`src/common/commutation_cfg_pkg.sv`:
```
// Register map, reset values and decoding constants for the commutation
// and feedback configuration block.
// Assumes a 16-bit register port with a 5-bit word address.
package commutation_cfg_pkg;

  localparam int ADDR_W  = 5;
  localparam int DATA_W  = 16;
  localparam int ANGLE_W = 10;
  localparam int HALL_N  = 6;
  localparam int SYNC_W  = 5;

  //////////////////////////////////////////////////////////////////////////////
  // Register addresses.
  localparam logic [4:0] ADDR_POLE_PITCH    = 5'h00;
  localparam logic [4:0] ADDR_SCALE_RES     = 5'h01;
  localparam logic [4:0] ADDR_LIMIT_OPT     = 5'h02;
  localparam logic [4:0] ADDR_PHASE_ORDER   = 5'h03;
  localparam logic [4:0] ADDR_INDEX_OFFSET  = 5'h04;
  localparam logic [4:0] ADDR_QUAD_DIR      = 5'h05;
  localparam logic [4:0] ADDR_HALL_BASE     = 5'h06;
  localparam logic [4:0] ADDR_INDEX_WINDOW  = 5'h0c;
  localparam logic [4:0] ADDR_UNLOCK        = 5'h10;
  localparam logic [4:0] ADDR_STATUS        = 5'h11;
  localparam logic [4:0] ADDR_ACTIVE_PITCH  = 5'h12;
  localparam logic [4:0] ADDR_ACTIVE_RES    = 5'h13;
  localparam logic [4:0] ADDR_ACTIVE_LIMIT  = 5'h14;

  //////////////////////////////////////////////////////////////////////////////
  // Reset values.
  localparam logic [15:0] RST_POLE_PITCH   = 16'h0000;
  localparam logic [15:0] RST_SCALE_RES    = 16'h0000;
  localparam logic [15:0] RST_LIMIT_OPT    = 16'h0000;
  localparam logic        RST_PHASE_ORDER  = 1'b1;
  localparam logic [14:0] RST_INDEX_OFFSET = 15'h0000;
  localparam logic        RST_QUAD_DIR     = 1'b0;
  localparam logic [7:0]  RST_INDEX_WINDOW = 8'h16;
  // Entry 0 belongs to Hall code 1, entry 5 to Hall code 6.
  localparam logic [5:0][9:0] RST_HALL_ANGLE =
    {10'h3a7, 10'h253, 10'h2fd, 10'h0ff, 10'h055, 10'h1a9};

  // Value that opens the write protection; the value is arbitrary.
  localparam logic [15:0] UNLOCK_KEY = 16'h5a5a;

  //////////////////////////////////////////////////////////////////////////////
  // Status register fields.
  localparam int STAT_UNLOCKED = 0;
  localparam int STAT_RUNNING  = 1;
  localparam int STAT_REJECTED = 2;

  //////////////////////////////////////////////////////////////////////////////
  // Decimal digit weights of the limit option word and the limit step.
  localparam logic [15:0] DEC_10000 = 16'h2710;
  localparam logic [15:0] DEC_1000  = 16'h03e8;
  localparam logic [15:0] DEC_100   = 16'h0064;
  localparam logic [15:0] DEC_10    = 16'h000a;
  localparam logic [6:0]  UD_STEP_PCT = 7'h0a;

endpackage

```
`src/design/commutation_feedback_config.sv`:
```
// Commutation and position feedback configuration: Hall angle table,
// phase order, encoder direction, index offset and window, limit options.
// Assumes motor_running, power_up_load and the learning port come from
// logic on core_clk; Hall and encoder inputs are asynchronous pins.
// Notes on behaviour
// - Each Hall code 1-6 gives its angle.
// - Codes 1,2,3 reset to 425,85,255.
// - Codes 4,5,6 reset to 765,595,935.
// - Self-learning writes Hall angles and direction.
// - Direction 0 normal, 1 swaps channels.
// - Index offset output applies immediately.
// - Protected writes need the unlock key.
// - Top limit digit 1 disables voltage limit.
// - Fourth digit 0-9 gives 10-100 percent.
// - Digits two, three, five give gains, compensation.
// - Index window eight bits, reset 22.
// - Pitch, resolution, limits latch at power-up.
`timescale 1ns/10ps
module commutation_feedback_config (
  input  wire logic        core_clk,
  input  wire logic        resetn,
  input  wire logic [4:0]  reg_addr,
  input  wire logic [15:0] reg_wdata,
  input  wire logic        reg_wr,
  input  wire logic        reg_rd,
  output logic      [15:0] reg_rdata,
  input  wire logic        motor_running,
  input  wire logic        power_up_load,
  input  wire logic        learn_angle_wr,
  input  wire logic [2:0]  learn_code,
  input  wire logic [9:0]  learn_angle,
  input  wire logic        learn_dir_wr,
  input  wire logic        learn_dir,
  input  wire logic [2:0]  hall_pins,
  input  wire logic        enc_a_pin,
  input  wire logic        enc_b_pin,
  output logic      [9:0]  hall_angle,
  output logic             hall_valid,
  output logic             enc_a,
  output logic             enc_b,
  output logic             phase_reversed,
  output logic      [14:0] index_offset,
  output logic      [7:0]  index_window,
  output logic      [15:0] active_pole_pitch,
  output logic      [15:0] active_scale_res,
  output logic             volt_limit_disable,
  output logic      [3:0]  fw_kp,
  output logic      [3:0]  fw_ki,
  output logic      [6:0]  ud_limit_pct,
  output logic      [3:0]  phase_comp_mult
);

  //////////////////////////////////////////////////////////////////////////////
  // Pin synchronisation.
  logic [4:0] sync_q;
  logic [2:0] hall_code;
  logic       enc_a_s;
  logic       enc_b_s;
  pin_sync #(.WIDTH(commutation_cfg_pkg::SYNC_W)) u_pin_sync (
    .core_clk (core_clk),
    .resetn   (resetn),
    .pin_in   ({enc_b_pin, enc_a_pin, hall_pins}),
    .pin_out  (sync_q)
  );
  assign hall_code = sync_q[2:0];
  assign enc_a_s   = sync_q[3];
  assign enc_b_s   = sync_q[4];

  //////////////////////////////////////////////////////////////////////////////
  // Write qualification.
  logic        unlocked;
  logic        write_rejected;
  logic [15:0] pole_pitch;
  logic [15:0] scale_res;
  logic [15:0] limit_opt;
  logic        quad_dir;
  logic [9:0]  hall_tab [0:5];
  logic stop_ok;
  logic prot_ok;
  logic hit_pitch;
  logic hit_res;
  logic hit_limit;
  logic hit_phase;
  logic hit_offset;
  logic hit_dir;
  logic hit_hall;
  logic hit_window;
  logic hit_stop_reg;
  logic hit_prot_reg;
  logic reject_now;
  logic clear_reject;
  assign stop_ok      = reg_wr && !motor_running;
  assign prot_ok      = stop_ok && unlocked;
  assign hit_pitch    = reg_addr == commutation_cfg_pkg::ADDR_POLE_PITCH;
  assign hit_res      = reg_addr == commutation_cfg_pkg::ADDR_SCALE_RES;
  assign hit_limit    = reg_addr == commutation_cfg_pkg::ADDR_LIMIT_OPT;
  assign hit_phase    = reg_addr == commutation_cfg_pkg::ADDR_PHASE_ORDER;
  assign hit_offset   = reg_addr == commutation_cfg_pkg::ADDR_INDEX_OFFSET;
  assign hit_dir      = reg_addr == commutation_cfg_pkg::ADDR_QUAD_DIR;
  assign hit_window   = reg_addr == commutation_cfg_pkg::ADDR_INDEX_WINDOW;
  assign hit_hall     = reg_addr >= commutation_cfg_pkg::ADDR_HALL_BASE &&
                        reg_addr < commutation_cfg_pkg::ADDR_INDEX_WINDOW;
  assign hit_stop_reg = hit_pitch || hit_res || hit_limit || hit_phase;
  assign hit_prot_reg = hit_offset || hit_dir || hit_hall || hit_window;
  assign reject_now   = reg_wr && ((hit_stop_reg && !stop_ok) ||
                                   (hit_prot_reg && !prot_ok));
  assign clear_reject = reg_wr && reg_addr == commutation_cfg_pkg::ADDR_STATUS &&
                        reg_wdata[commutation_cfg_pkg::STAT_REJECTED];

  // Any write to the unlock register with another value locks again, so a
  // stray write cannot leave the protected settings open.
  always_ff @(posedge core_clk or negedge resetn)
  begin
    if (!resetn)
    begin
      unlocked       <= 1'b0;
      write_rejected <= 1'b0;
    end
    else
    begin
      if (reg_wr && reg_addr == commutation_cfg_pkg::ADDR_UNLOCK)
        unlocked <= reg_wdata == commutation_cfg_pkg::UNLOCK_KEY;
      // A rejection in the clearing cycle stays recorded.
      write_rejected <= reject_now || (write_rejected && !clear_reject);
    end
  end

  //////////////////////////////////////////////////////////////////////////////
  // Stored settings.
  always_ff @(posedge core_clk or negedge resetn)
  begin
    if (!resetn)
    begin
      pole_pitch     <= commutation_cfg_pkg::RST_POLE_PITCH;
      scale_res      <= commutation_cfg_pkg::RST_SCALE_RES;
      limit_opt      <= commutation_cfg_pkg::RST_LIMIT_OPT;
      phase_reversed <= commutation_cfg_pkg::RST_PHASE_ORDER;
      index_offset   <= commutation_cfg_pkg::RST_INDEX_OFFSET;
      quad_dir       <= commutation_cfg_pkg::RST_QUAD_DIR;
      index_window   <= commutation_cfg_pkg::RST_INDEX_WINDOW;
    end
    else
    begin
      if (stop_ok && hit_pitch)
        pole_pitch <= reg_wdata;
      if (stop_ok && hit_res)
        scale_res <= reg_wdata;
      if (stop_ok && hit_limit)
        limit_opt <= reg_wdata;
      if (stop_ok && hit_phase)
        phase_reversed <= reg_wdata[0];
      if (prot_ok && hit_offset)
        index_offset <= reg_wdata[14:0];
      if (learn_dir_wr)
        quad_dir <= learn_dir;
      else if (prot_ok && hit_dir)
        quad_dir <= reg_wdata[0];
      if (prot_ok && hit_window)
        index_window <= reg_wdata[7:0];
    end
  end

  //////////////////////////////////////////////////////////////////////////////
  // Hall angle table; learning wins over a software write in the same cycle.
  genvar g;
  generate
    for (g = 0; g < commutation_cfg_pkg::HALL_N; g++)
    begin : g_hall
      logic learn_we;
      logic sw_we;
      assign learn_we = learn_angle_wr && learn_code == 3'(g + 1);
      assign sw_we    = prot_ok && reg_addr == 5'(commutation_cfg_pkg::ADDR_HALL_BASE + g);
      always_ff @(posedge core_clk or negedge resetn)
      begin
        if (!resetn)
          hall_tab[g] <= commutation_cfg_pkg::RST_HALL_ANGLE[g];
        else if (learn_we)
          hall_tab[g] <= learn_angle;
        else if (sw_we)
          hall_tab[g] <= reg_wdata[9:0];
      end
    end
  endgenerate

  //////////////////////////////////////////////////////////////////////////////
  // Hall lookup and encoder channel order.
  logic       hall_ok;
  logic [2:0] hall_idx;
  assign hall_ok  = hall_code >= 3'h1 && hall_code <= 3'h6;
  assign hall_idx = hall_ok ? 3'(hall_code - 3'h1) : 3'h0;

  // An invalid code keeps the last angle so commutation does not jump.
  always_ff @(posedge core_clk or negedge resetn)
  begin
    if (!resetn)
    begin
      hall_angle <= 10'h000;
      hall_valid <= 1'b0;
      enc_a      <= 1'b0;
      enc_b      <= 1'b0;
    end
    else
    begin
      hall_valid <= hall_ok;
      if (hall_ok)
        hall_angle <= hall_tab[hall_idx];
      enc_a <= quad_dir ? enc_b_s : enc_a_s;
      enc_b <= quad_dir ? enc_a_s : enc_b_s;
    end
  end

  //////////////////////////////////////////////////////////////////////////////
  // Power-up latching of pitch, resolution and limit options.
  logic        load_pending;
  logic        latch_now;
  logic [15:0] active_limit;
  assign latch_now = load_pending || power_up_load;

  always_ff @(posedge core_clk or negedge resetn)
  begin
    if (!resetn)
    begin
      load_pending      <= 1'b1;
      active_pole_pitch <= commutation_cfg_pkg::RST_POLE_PITCH;
      active_scale_res  <= commutation_cfg_pkg::RST_SCALE_RES;
      active_limit      <= commutation_cfg_pkg::RST_LIMIT_OPT;
    end
    else
    begin
      load_pending <= 1'b0;
      if (latch_now)
      begin
        active_pole_pitch <= pole_pitch;
        active_scale_res  <= scale_res;
        active_limit      <= limit_opt;
      end
    end
  end

  //////////////////////////////////////////////////////////////////////////////
  // Decimal digits of the active limit options, most significant first.
  logic [15:0] dig_a;
  logic [15:0] rem_a;
  logic [15:0] dig_b;
  logic [15:0] rem_b;
  logic [15:0] dig_c;
  logic [15:0] rem_c;
  logic [15:0] dig_d;
  logic [15:0] dig_e;
  logic [6:0]  ud_pct;
  assign dig_a  = active_limit / commutation_cfg_pkg::DEC_10000;
  assign rem_a  = active_limit % commutation_cfg_pkg::DEC_10000;
  assign dig_b  = rem_a / commutation_cfg_pkg::DEC_1000;
  assign rem_b  = rem_a % commutation_cfg_pkg::DEC_1000;
  assign dig_c  = rem_b / commutation_cfg_pkg::DEC_100;
  assign rem_c  = rem_b % commutation_cfg_pkg::DEC_100;
  assign dig_d  = rem_c / commutation_cfg_pkg::DEC_10;
  assign dig_e  = rem_c % commutation_cfg_pkg::DEC_10;
  assign ud_pct = 7'((dig_d[3:0] + 4'h1) * commutation_cfg_pkg::UD_STEP_PCT);

  always_ff @(posedge core_clk or negedge resetn)
  begin
    if (!resetn)
    begin
      volt_limit_disable <= 1'b0;
      fw_kp              <= 4'h0;
      fw_ki              <= 4'h0;
      ud_limit_pct       <= commutation_cfg_pkg::UD_STEP_PCT;
      phase_comp_mult    <= 4'h0;
    end
    else
    begin
      volt_limit_disable <= dig_a == 16'h0001;
      fw_kp              <= dig_b[3:0];
      fw_ki              <= dig_c[3:0];
      ud_limit_pct       <= ud_pct;
      phase_comp_mult    <= dig_e[3:0];
    end
  end

  //////////////////////////////////////////////////////////////////////////////
  // Read port: data stand only in the cycle after the strobe.
  logic [15:0] next_rdata;
  logic [15:0] status_word;

  assign status_word = {13'h0000, write_rejected, motor_running, unlocked};

  always_comb
  begin
    next_rdata = 16'h0000;
    if (hit_pitch)
      next_rdata = pole_pitch;
    else if (hit_res)
      next_rdata = scale_res;
    else if (hit_limit)
      next_rdata = limit_opt;
    else if (hit_phase)
      next_rdata = {15'h0000, phase_reversed};
    else if (hit_offset)
      next_rdata = {1'b0, index_offset};
    else if (hit_dir)
      next_rdata = {15'h0000, quad_dir};
    else if (hit_hall)
      next_rdata = {6'h00, hall_tab[3'(reg_addr - commutation_cfg_pkg::ADDR_HALL_BASE)]};
    else if (hit_window)
      next_rdata = {8'h00, index_window};
    else if (reg_addr == commutation_cfg_pkg::ADDR_STATUS)
      next_rdata = status_word;
    else if (reg_addr == commutation_cfg_pkg::ADDR_ACTIVE_PITCH)
      next_rdata = active_pole_pitch;
    else if (reg_addr == commutation_cfg_pkg::ADDR_ACTIVE_RES)
      next_rdata = active_scale_res;
    else if (reg_addr == commutation_cfg_pkg::ADDR_ACTIVE_LIMIT)
      next_rdata = active_limit;
  end

  always_ff @(posedge core_clk or negedge resetn)
  begin
    if (!resetn)
      reg_rdata <= 16'h0000;
    else
      reg_rdata <= reg_rd ? next_rdata : 16'h0000;
  end

  //////////////////////////////////////////////////////////////////////////////
  // Checks.
  a_hall_low_reset: assert property (@(posedge core_clk)
    $rose(resetn) |-> hall_tab[0] == 10'h1a9 && hall_tab[1] == 10'h055 &&
                      hall_tab[2] == 10'h0ff)
    else $error("Hall entries 1 to 3 wrong after reset.");
  a_hall_high_reset: assert property (@(posedge core_clk)
    $rose(resetn) |-> hall_tab[3] == 10'h2fd && hall_tab[4] == 10'h253 &&
                      hall_tab[5] == 10'h3a7)
    else $error("Hall entries 4 to 6 wrong after reset.");
  a_hall_lookup: assert property (@(posedge core_clk) disable iff (!resetn)
    hall_code == 3'h3 && !learn_angle_wr && !reg_wr |=> hall_valid && hall_angle == hall_tab[2])
    else $error("Hall code 3 did not select its angle.");
  a_learn_angle: assert property (@(posedge core_clk) disable iff (!resetn)
    learn_angle_wr && learn_code == 3'h2 |=> hall_tab[1] == $past(learn_angle))
    else $error("Learned angle not stored.");
  a_dir_swap: assert property (@(posedge core_clk) disable iff (!resetn)
    quad_dir && $past(quad_dir) |-> ##1 enc_a == $past(enc_b_s) && enc_b == $past(enc_a_s))
    else $error("Encoder channels not swapped.");
  a_locked_offset: assert property (@(posedge core_clk) disable iff (!resetn)
    reg_wr && hit_offset && !unlocked |=> $stable(index_offset))
    else $error("Index offset written while locked.");
  a_offset_apply: assert property (@(posedge core_clk) disable iff (!resetn)
    prot_ok && hit_offset |=> index_offset == $past(reg_wdata[14:0]))
    else $error("Index offset not applied at once.");
  a_running_phase: assert property (@(posedge core_clk) disable iff (!resetn)
    reg_wr && hit_phase && motor_running |=> $stable(phase_reversed) && write_rejected)
    else $error("Phase order changed while running.");
  a_latch_hold: assert property (@(posedge core_clk) disable iff (!resetn)
    !latch_now |=> $stable(active_limit) && $stable(active_pole_pitch))
    else $error("Active setting changed outside power-up.");
  a_volt_disable: assert property (@(posedge core_clk) disable iff (!resetn)
    active_limit >= 16'h2710 && active_limit < 16'h4e20 && $stable(active_limit)
    |=> volt_limit_disable)
    else $error("Voltage limit not disabled by top digit.");
  a_ud_range: assert property (@(posedge core_clk) disable iff (!resetn)
    ud_limit_pct >= 7'h0a && ud_limit_pct <= 7'h64 && ud_limit_pct % 7'h0a == 7'h00)
    else $error("Voltage limit percentage out of range.");

endmodule // commutation_feedback_config

```
`src/design/pin_sync.sv`:
```
// Two flip-flop synchroniser for a group of unrelated pin levels.
// Assumes each bit is an independent level; no bus coherency is given.
`timescale 1ns/10ps
module pin_sync #(
  parameter int WIDTH = 1
) (
  input  wire logic             core_clk,
  input  wire logic             resetn,
  input  wire logic [WIDTH-1:0] pin_in,
  output logic      [WIDTH-1:0] pin_out
);

  logic [WIDTH-1:0] stage1;

  // Only the second stage reads the first.
  always_ff @(posedge core_clk or negedge resetn)
  begin
    if (!resetn)
    begin
      stage1  <= '0;
      pin_out <= '0;
    end
    else
    begin
      stage1  <= pin_in;
      pin_out <= stage1;
    end
  end

endmodule // pin_sync

```
`config.mk`:
```
export PLATFORM = sky130hd
export DESIGN_NAME = commutation_feedback_config
export DESIGN_NICKNAME = d
export VERILOG_FILES = /design/src/common/commutation_cfg_pkg.sv /design/src/design/commutation_feedback_config.sv /design/src/design/pin_sync.sv
export SDC_FILE = /design/constraint.sdc
export NUM_CORES = 1
export LEC_CHECK = 0
export CORE_MARGIN = 2
export CORE_UTILIZATION = 61
export DETAILED_ROUTE_END_ITERATION = 8
export DONT_BUFFER_PORTS = 1
export GPL_TIMING_DRIVEN = 1
export PLACE_DENSITY = 0.87
export SYNTH_ARGS = -nofsm -noshare
export SYNTH_HDL_FRONTEND = slang
export SYNTH_SLANG_ARGS = --single-unit
```
`constraint.sdc`:
```
create_clock -name core_clk -period 13.9 [get_ports core_clk]
set_clock_uncertainty 0.05 [all_clocks]
set_input_delay 0.695 -clock core_clk [delete_from_list [all_inputs] [get_ports core_clk]]
set_output_delay 0.695 -clock core_clk [all_outputs]
set_load 0.02 [all_outputs]
```
[Word-level counts from Yosys, hierarchy flattened]
Cells that the tools add are included.
Operators by class
  add/sub/neg operators: 3
  multipliers: 1
  divide/modulo/power cells: 8
  $lt $le $gt $ge: 6
  equal/unequal tests: 25
  muxes and demuxes: 36
  bitwise operators: 2
  reduce and logical (&&, ||, !) cells: 51
Operators with widths (number)
  16-bit 2-to-1 mux: 13
  10-bit 2-to-1 mux: 16
  10-bit binary-select mux with 3-bit select: 2
  1-bit logical AND: 30
  5-bit by 4-bit equality test with 1-bit output (second input constant): 5
  5-bit equality test (second input constant): 5
  5-bit by 3-bit equality test with 1-bit output (second input constant): 4
  16-bit by 10-bit divider with 16-bit output (second input constant): 1
  16-bit by 14-bit divider with 16-bit output (second input constant): 1
  16-bit by 4-bit divider with 16-bit output (second input constant): 1
  16-bit by 7-bit divider with 16-bit output (second input constant): 1
  16-bit by 1-bit equality test with 1-bit output (second input constant): 1
  16-bit by 15-bit equality test with 1-bit output (second input constant): 1
  16-bit by 10-bit remainder unit with 16-bit output (second input constant): 1
  16-bit by 14-bit remainder unit with 16-bit output (second input constant): 1
  16-bit by 4-bit remainder unit with 16-bit output (second input constant): 1
  16-bit by 7-bit remainder unit with 16-bit output (second input constant): 1
  2-bit nonzero test: 7
  5-bit by 2-bit equality test with 1-bit output (second input constant): 2
  3-bit equality test (second input constant): 3
  1-bit logical OR: 9
  4-bit greater-or-equal comparator (second input constant): 2
  3-bit NOT with 4-bit output: 2
  3-bit by 2-bit equality test with 1-bit output (second input constant): 2
  other kinds (14): 20
Word-level totals
  register bits: 242
  input bits: 48
  output and inout port bits: 105
  word-level logic and storage cells: 163

[Logic depth before layout (Yosys ltp)]
  word-level depth: 14
  mapped depth: 46
  gate-level depth less buffers: 38

[Modules after synthesis]
From an unflattened synthesis, not the netlist that was laid out.
Unflattened totals
  cells, all modules: 1546
  area total of the unflattened synthesis: 15432.3 sq um
Modules (own cells, without submodules)
  commutation_feedback_config: instances 1, cells an instance 1536, area an instance 15182.1 sq um, sequential area each 5860.6 sq um
  pin_sync: instances 1, cells an instance 10, area an instance 250.2 sq um, sequential area each 250.2 sq um

[Worst setup path after synthesis]
Ideal clock, no wire load.
  path kind: register -> register
  start: reg active_limit[9]
  end: reg ud_limit_pct[6]
  setup time: 0.124 ns
  arrival: 10.058 ns
  required time: 13.726 ns
  slack: 3.668 ns
  cell stages (with the launch flop): 41
  path buffers: 4
  period minus slack after synthesis: 10.232 ns
  path through: dfrtp_1 -> buf_6 -> nor4_2 -> buf_4 -> o21ai_2 -> a211oi_4 -> o22ai_1 -> o32ai_4 -> a311oi_4 -> a2111o_1 -> buf_4 -> mux2i_1 -> and2_1 -> a2111o_1 -> o41a_1 -> a211o_1 -> and2_4 -> a211oi_2 -> [... 5 more ...] -> and4_4 -> a21oi_2 -> mux2_4 -> or2_1 -> buf_6 -> a2111oi_2 -> nor3_1 -> o41ai_1 -> nand3_1 -> a311oi_2 -> o21ai_2 -> ha_1 -> ha_1 -> ha_1 -> inv_1 -> fa_1 -> xor2_1 -> xnor2_1
On the way
  longest elaborated chain between the ends: 6
RTL lines
  start, declared: line commutation_feedback_config.sv:216  | logic [15:0] active_limit;
  start signal, assigned: line commutation_feedback_config.sv:226  | active_limit <= commutation_cfg_pkg::RST_LIMIT_OPT;
  start signal, assigned: line commutation_feedback_config.sv:235  | active_limit <= limit_opt;
  16-bit by 14-bit remainder unit with 16-bit output: line commutation_feedback_config.sv:252  | assign rem_a = active_limit % commutation_cfg_pkg::DEC_10000;
  16-bit by 10-bit remainder unit with 16-bit output: line commutation_feedback_config.sv:254  | assign rem_b = rem_a % commutation_cfg_pkg::DEC_1000;
  16-bit by 7-bit remainder unit with 16-bit output: line commutation_feedback_config.sv:256  | assign rem_c = rem_b % commutation_cfg_pkg::DEC_100;
  16-bit by 4-bit divider with 16-bit output: line commutation_feedback_config.sv:257  | assign dig_d = rem_c / commutation_cfg_pkg::DEC_10;
  4-bit by 1-bit adder with 5-bit output: line commutation_feedback_config.sv:259  | assign ud_pct = 7'((dig_d[3:0] + 4'h1) * commutation_cfg_pkg::UD_STEP_PCT);
  5-bit by 3-bit multiplier with 6-bit output: line commutation_feedback_config.sv:259
  via ud_pct[6]: line commutation_feedback_config.sv:250  | logic [6:0] ud_pct;
  end signal, assigned: line commutation_feedback_config.sv:268  | ud_limit_pct <= commutation_cfg_pkg::UD_STEP_PCT;
  end signal, assigned: line commutation_feedback_config.sv:276  | ud_limit_pct <= ud_pct;
  end, declared: line commutation_feedback_config.sv:49  | output logic [6:0] ud_limit_pct,
The timed path passes the listed nets, and every way through them passes these cells.
A chain may end at the register's enable or synchronous reset.

[Worst setup path after layout]
Ends and elaborated chain as after synthesis.

==> flow_summary.json <==
{
  "outcome": "complete, no violations",
  "grt_antenna_before_repair": 2,
  "drt_iter0_markers": 1737,
  "met1Wirelength_um": 16710,
  "grt_overflow_total": 0,
  "max_stage_delay_ns": 0.87,
  "synth-seq-cells": 242,
  "hold_violations": 0,
  "die_w_um": 162.6,
  "synth_most_common_cell": "dfrtp_1",
  "hold_class": "in -> async",
  "critical_path.max_fanout": 15,
  "layout-drive-gt1-share": 0.2098,
  "synthDistinctLibCells": 109,
  "drt-pass1-iter-count": 8,
  "vias": 13100,
  "synth-main-ff-cell": "dfrtp_1",
  "critPathArrivalTime_ns": 12.72,
  "hpwlAfterDp_um": 29920,
  "crit_path_frequent_cell": "ha_1",
  "top_layer": "met5",
  "clock_latency_ns": 0.55,
  "io_pins": 153,
  "critPathSlowestCell": "mux2i_1",
  "crit_type": "reg -> reg",
  "avgSynthCellArea_sq_um": 9.856,
  "io_buffer_count": 0,
  "cap_violations": 0,
  "place_congestion": 0.9290,
  "drc": 0,
  "cp.required_ns": 14.28,
  "die-area_sq_um": 26430,
  "setup_viol": 0,
  "grt.total_usage": 0.3293,
  "grt_max_degree": 243,
  "grt_pass1_vias": 12520,
  "fin_crit_ns": 12.35,
  "rows": 58,
  "synth-edff-count": 0,
  "vias_per_cell": 7.094,
  "netlist_instances": 1556,
  "post_drt_wl_per_cell_um": 23.92,
  "clockBufferDepth": 3,
  "cts_max_level": 1,
  "slew_headroom": 0.1553,
  "yosysWarnings": 0,
  "netlist.area_leader.share": 0.3231,
  "max_freq_mhz": 80.99,
  "synth.area.top_cells": "dfrtp_1 32%, mux2_2 10%, dfstp_2 7.5%",
  "floorplan.die.height_um": 162.6,
  "grt_pass1_wl_um": 69570,
  "core_area_sq_um": 24960,
  "rsz0062_at_grt": "false",
  "fin_nets": 1554,
  "worst_pin_slew_ns": 1.267,
  "cts.repair.resized": 0,
  "route.met3.wl_um": 4919,
  "synth-async-reset-ratio": 1.000,
  "end_kind": "register",
  "ys_seq_area_frac": 0.3985,
  "clockRootBuffer": "clkbuf_16",
  "worst_setup_path_start_kind": "register",
  "yosysTopAreaCell": "dfrtp_1",
  "drv_slew": 0,
  "initial_core_util": 0.6143,
  "clkTransAtPathRegs_ns": 0.06,
  "cp_top_family": "compound AO/OA/AOI/OAI gates",
  "cts_buffers": 27,
  "path_buf_inv": 1,
  "cts_tree": "done",
  "area_delta_synth_final_pct": 6.576,
  "drt-total-wl_um": 44180,
  "clock-sinks": 242,
  "ant_nets": 0,
  "tns_ns": 0,
  "fin_crit_sh": 0.8883,
  "wl_met2_um": 20790,
  "synth_area_sq_um": 15340,
  "ys_top_cells_by_count": "198 x dfrtp_1, 144 x nand2_1, 137 x mux2_2, 114 x o21ai_0, 95 x mux2i_1"
}
-- worst register-to-register path: cells and delay by family (launching register included) --
| family | cells | cell delay, ns |
|---|---|---|
| DFF | 1 | 0.48 |
| and+or+nand+nor | 5 | 2.36 |
| adders and majority gates | 4 | 1.19 |
| xor gates and xnor gates | 3 | 0.98 |
| muxes | 2 | 1.05 |
| buffers and inverters | 1 | 0.07 |
| AOI/OAI and AO/OA | 21 | 6.05 |
-- cells by family after synthesis --
family / Yosys count / share of synthesized area
DFF: 242 / 0.3985
muxes: 247 / 0.1821
buffers and inverters: 140 / 0.03745
adders and majority gates: 12 / 0.01012
and+or+nand+nor: 429 / 0.1389
xor gates and xnor gates: 31 / 0.01860
other: 1 / 0.0002445
AOI/OAI and AO/OA: 454 / 0.2141
-- worst paths after layout --
path	startpoint	to	slack, ns	depth (start not counted)
setup / recovery	active_limit[9]	ud_limit_pct[6]	1.55	36
hold / removal	resetn	hall_tab[45]	0.11	1
setup reg to reg	active_limit[9]	ud_limit_pct[6]	1.55	36
hold reg to reg	u_pin_sync.stage1[0]	u_pin_sync.pin_out[0]	0.30	0
max in group asynchronous	resetn	reg_rdata[6]	12.66	1
min in group core_clk	hall_pins[0]	u_pin_sync.stage1[0]	0.12	0
-- cell type report --
type                    count  area [sq um]
multi-input cells        1176          8735
fillers                  1902          8620
clock buffers              42         762.0
repair buffers             15         132.6
inverters                  33         123.9
well taps                 330         412.9
flip-flops and latches    242          6111
diodes                      1         2.502
clock inverters             8         65.06
-- through the flow --
step	util	hold slack [ns]	cells	cell area (sq um)	setup slack, ns
6_report	0.6547	0.1127	1847	16340	1.553
4_1_cts	0.6546	0.1068	1846	16340	1.808
2_1_floorplan	-	0.2812	1558	15340	3.668
3_3_place_gp	0.6204	0.2862	1795	15490	2.283
5_1_grt	0.6546	0.1013	1846	16340	0.4698
3_5_place_dp	0.6204	0.2894	1795	15490	1.879
-- metal layers --
metal | global-route usage | up-vias
met1 | 0.4254 | 6405
met4 | 0.1279 | 2
met2 | 0.5385 | 813
li1 | - | 5741
met3 | 0.07970 | 142
met5 | 0 | -
-- registers in the layout, summed over array words and instances (netlist names), 8 cells and up --
register and flops:
active_limit 16, active_pole_pitch 16, active_scale_res 16, hall_angle 10, hall_tab 60, index_offset 15
index_window 8, limit_opt 16, pole_pitch 16, reg_rdata 16, scale_res 16
-- cells in the final DEF, fill, tap and decap left out, types with 14 or more instances in the layout --
cell	instances
clkbuf_16	27
nand2_1	144
a211oi_1	14
nor3_1	34
inv_1	31
dfrtp_1	198
nand3_1	31
o21ai_0	114
mux2_2	137
nor3b_1	16
dfstp_2	44
nor2b_1	16
a22o_1	14
a21oi_1	74
o22ai_1	16
a22oi_1	19
and2_1	15
xnor2_1	21
buf_4	14
a221oi_1	25
mux2i_1	95
nor2_1	83
-- repair_timing --
item,in CTS,in global routing
buffers inserted,0,0
hold buffers,1,0
endpoints found under the hold margin,242,0
setup endpoints to repair,0,0
Power is not shown: default switching activity piles up to over one toggle a cycle in this logic, so the estimate is an artifact.
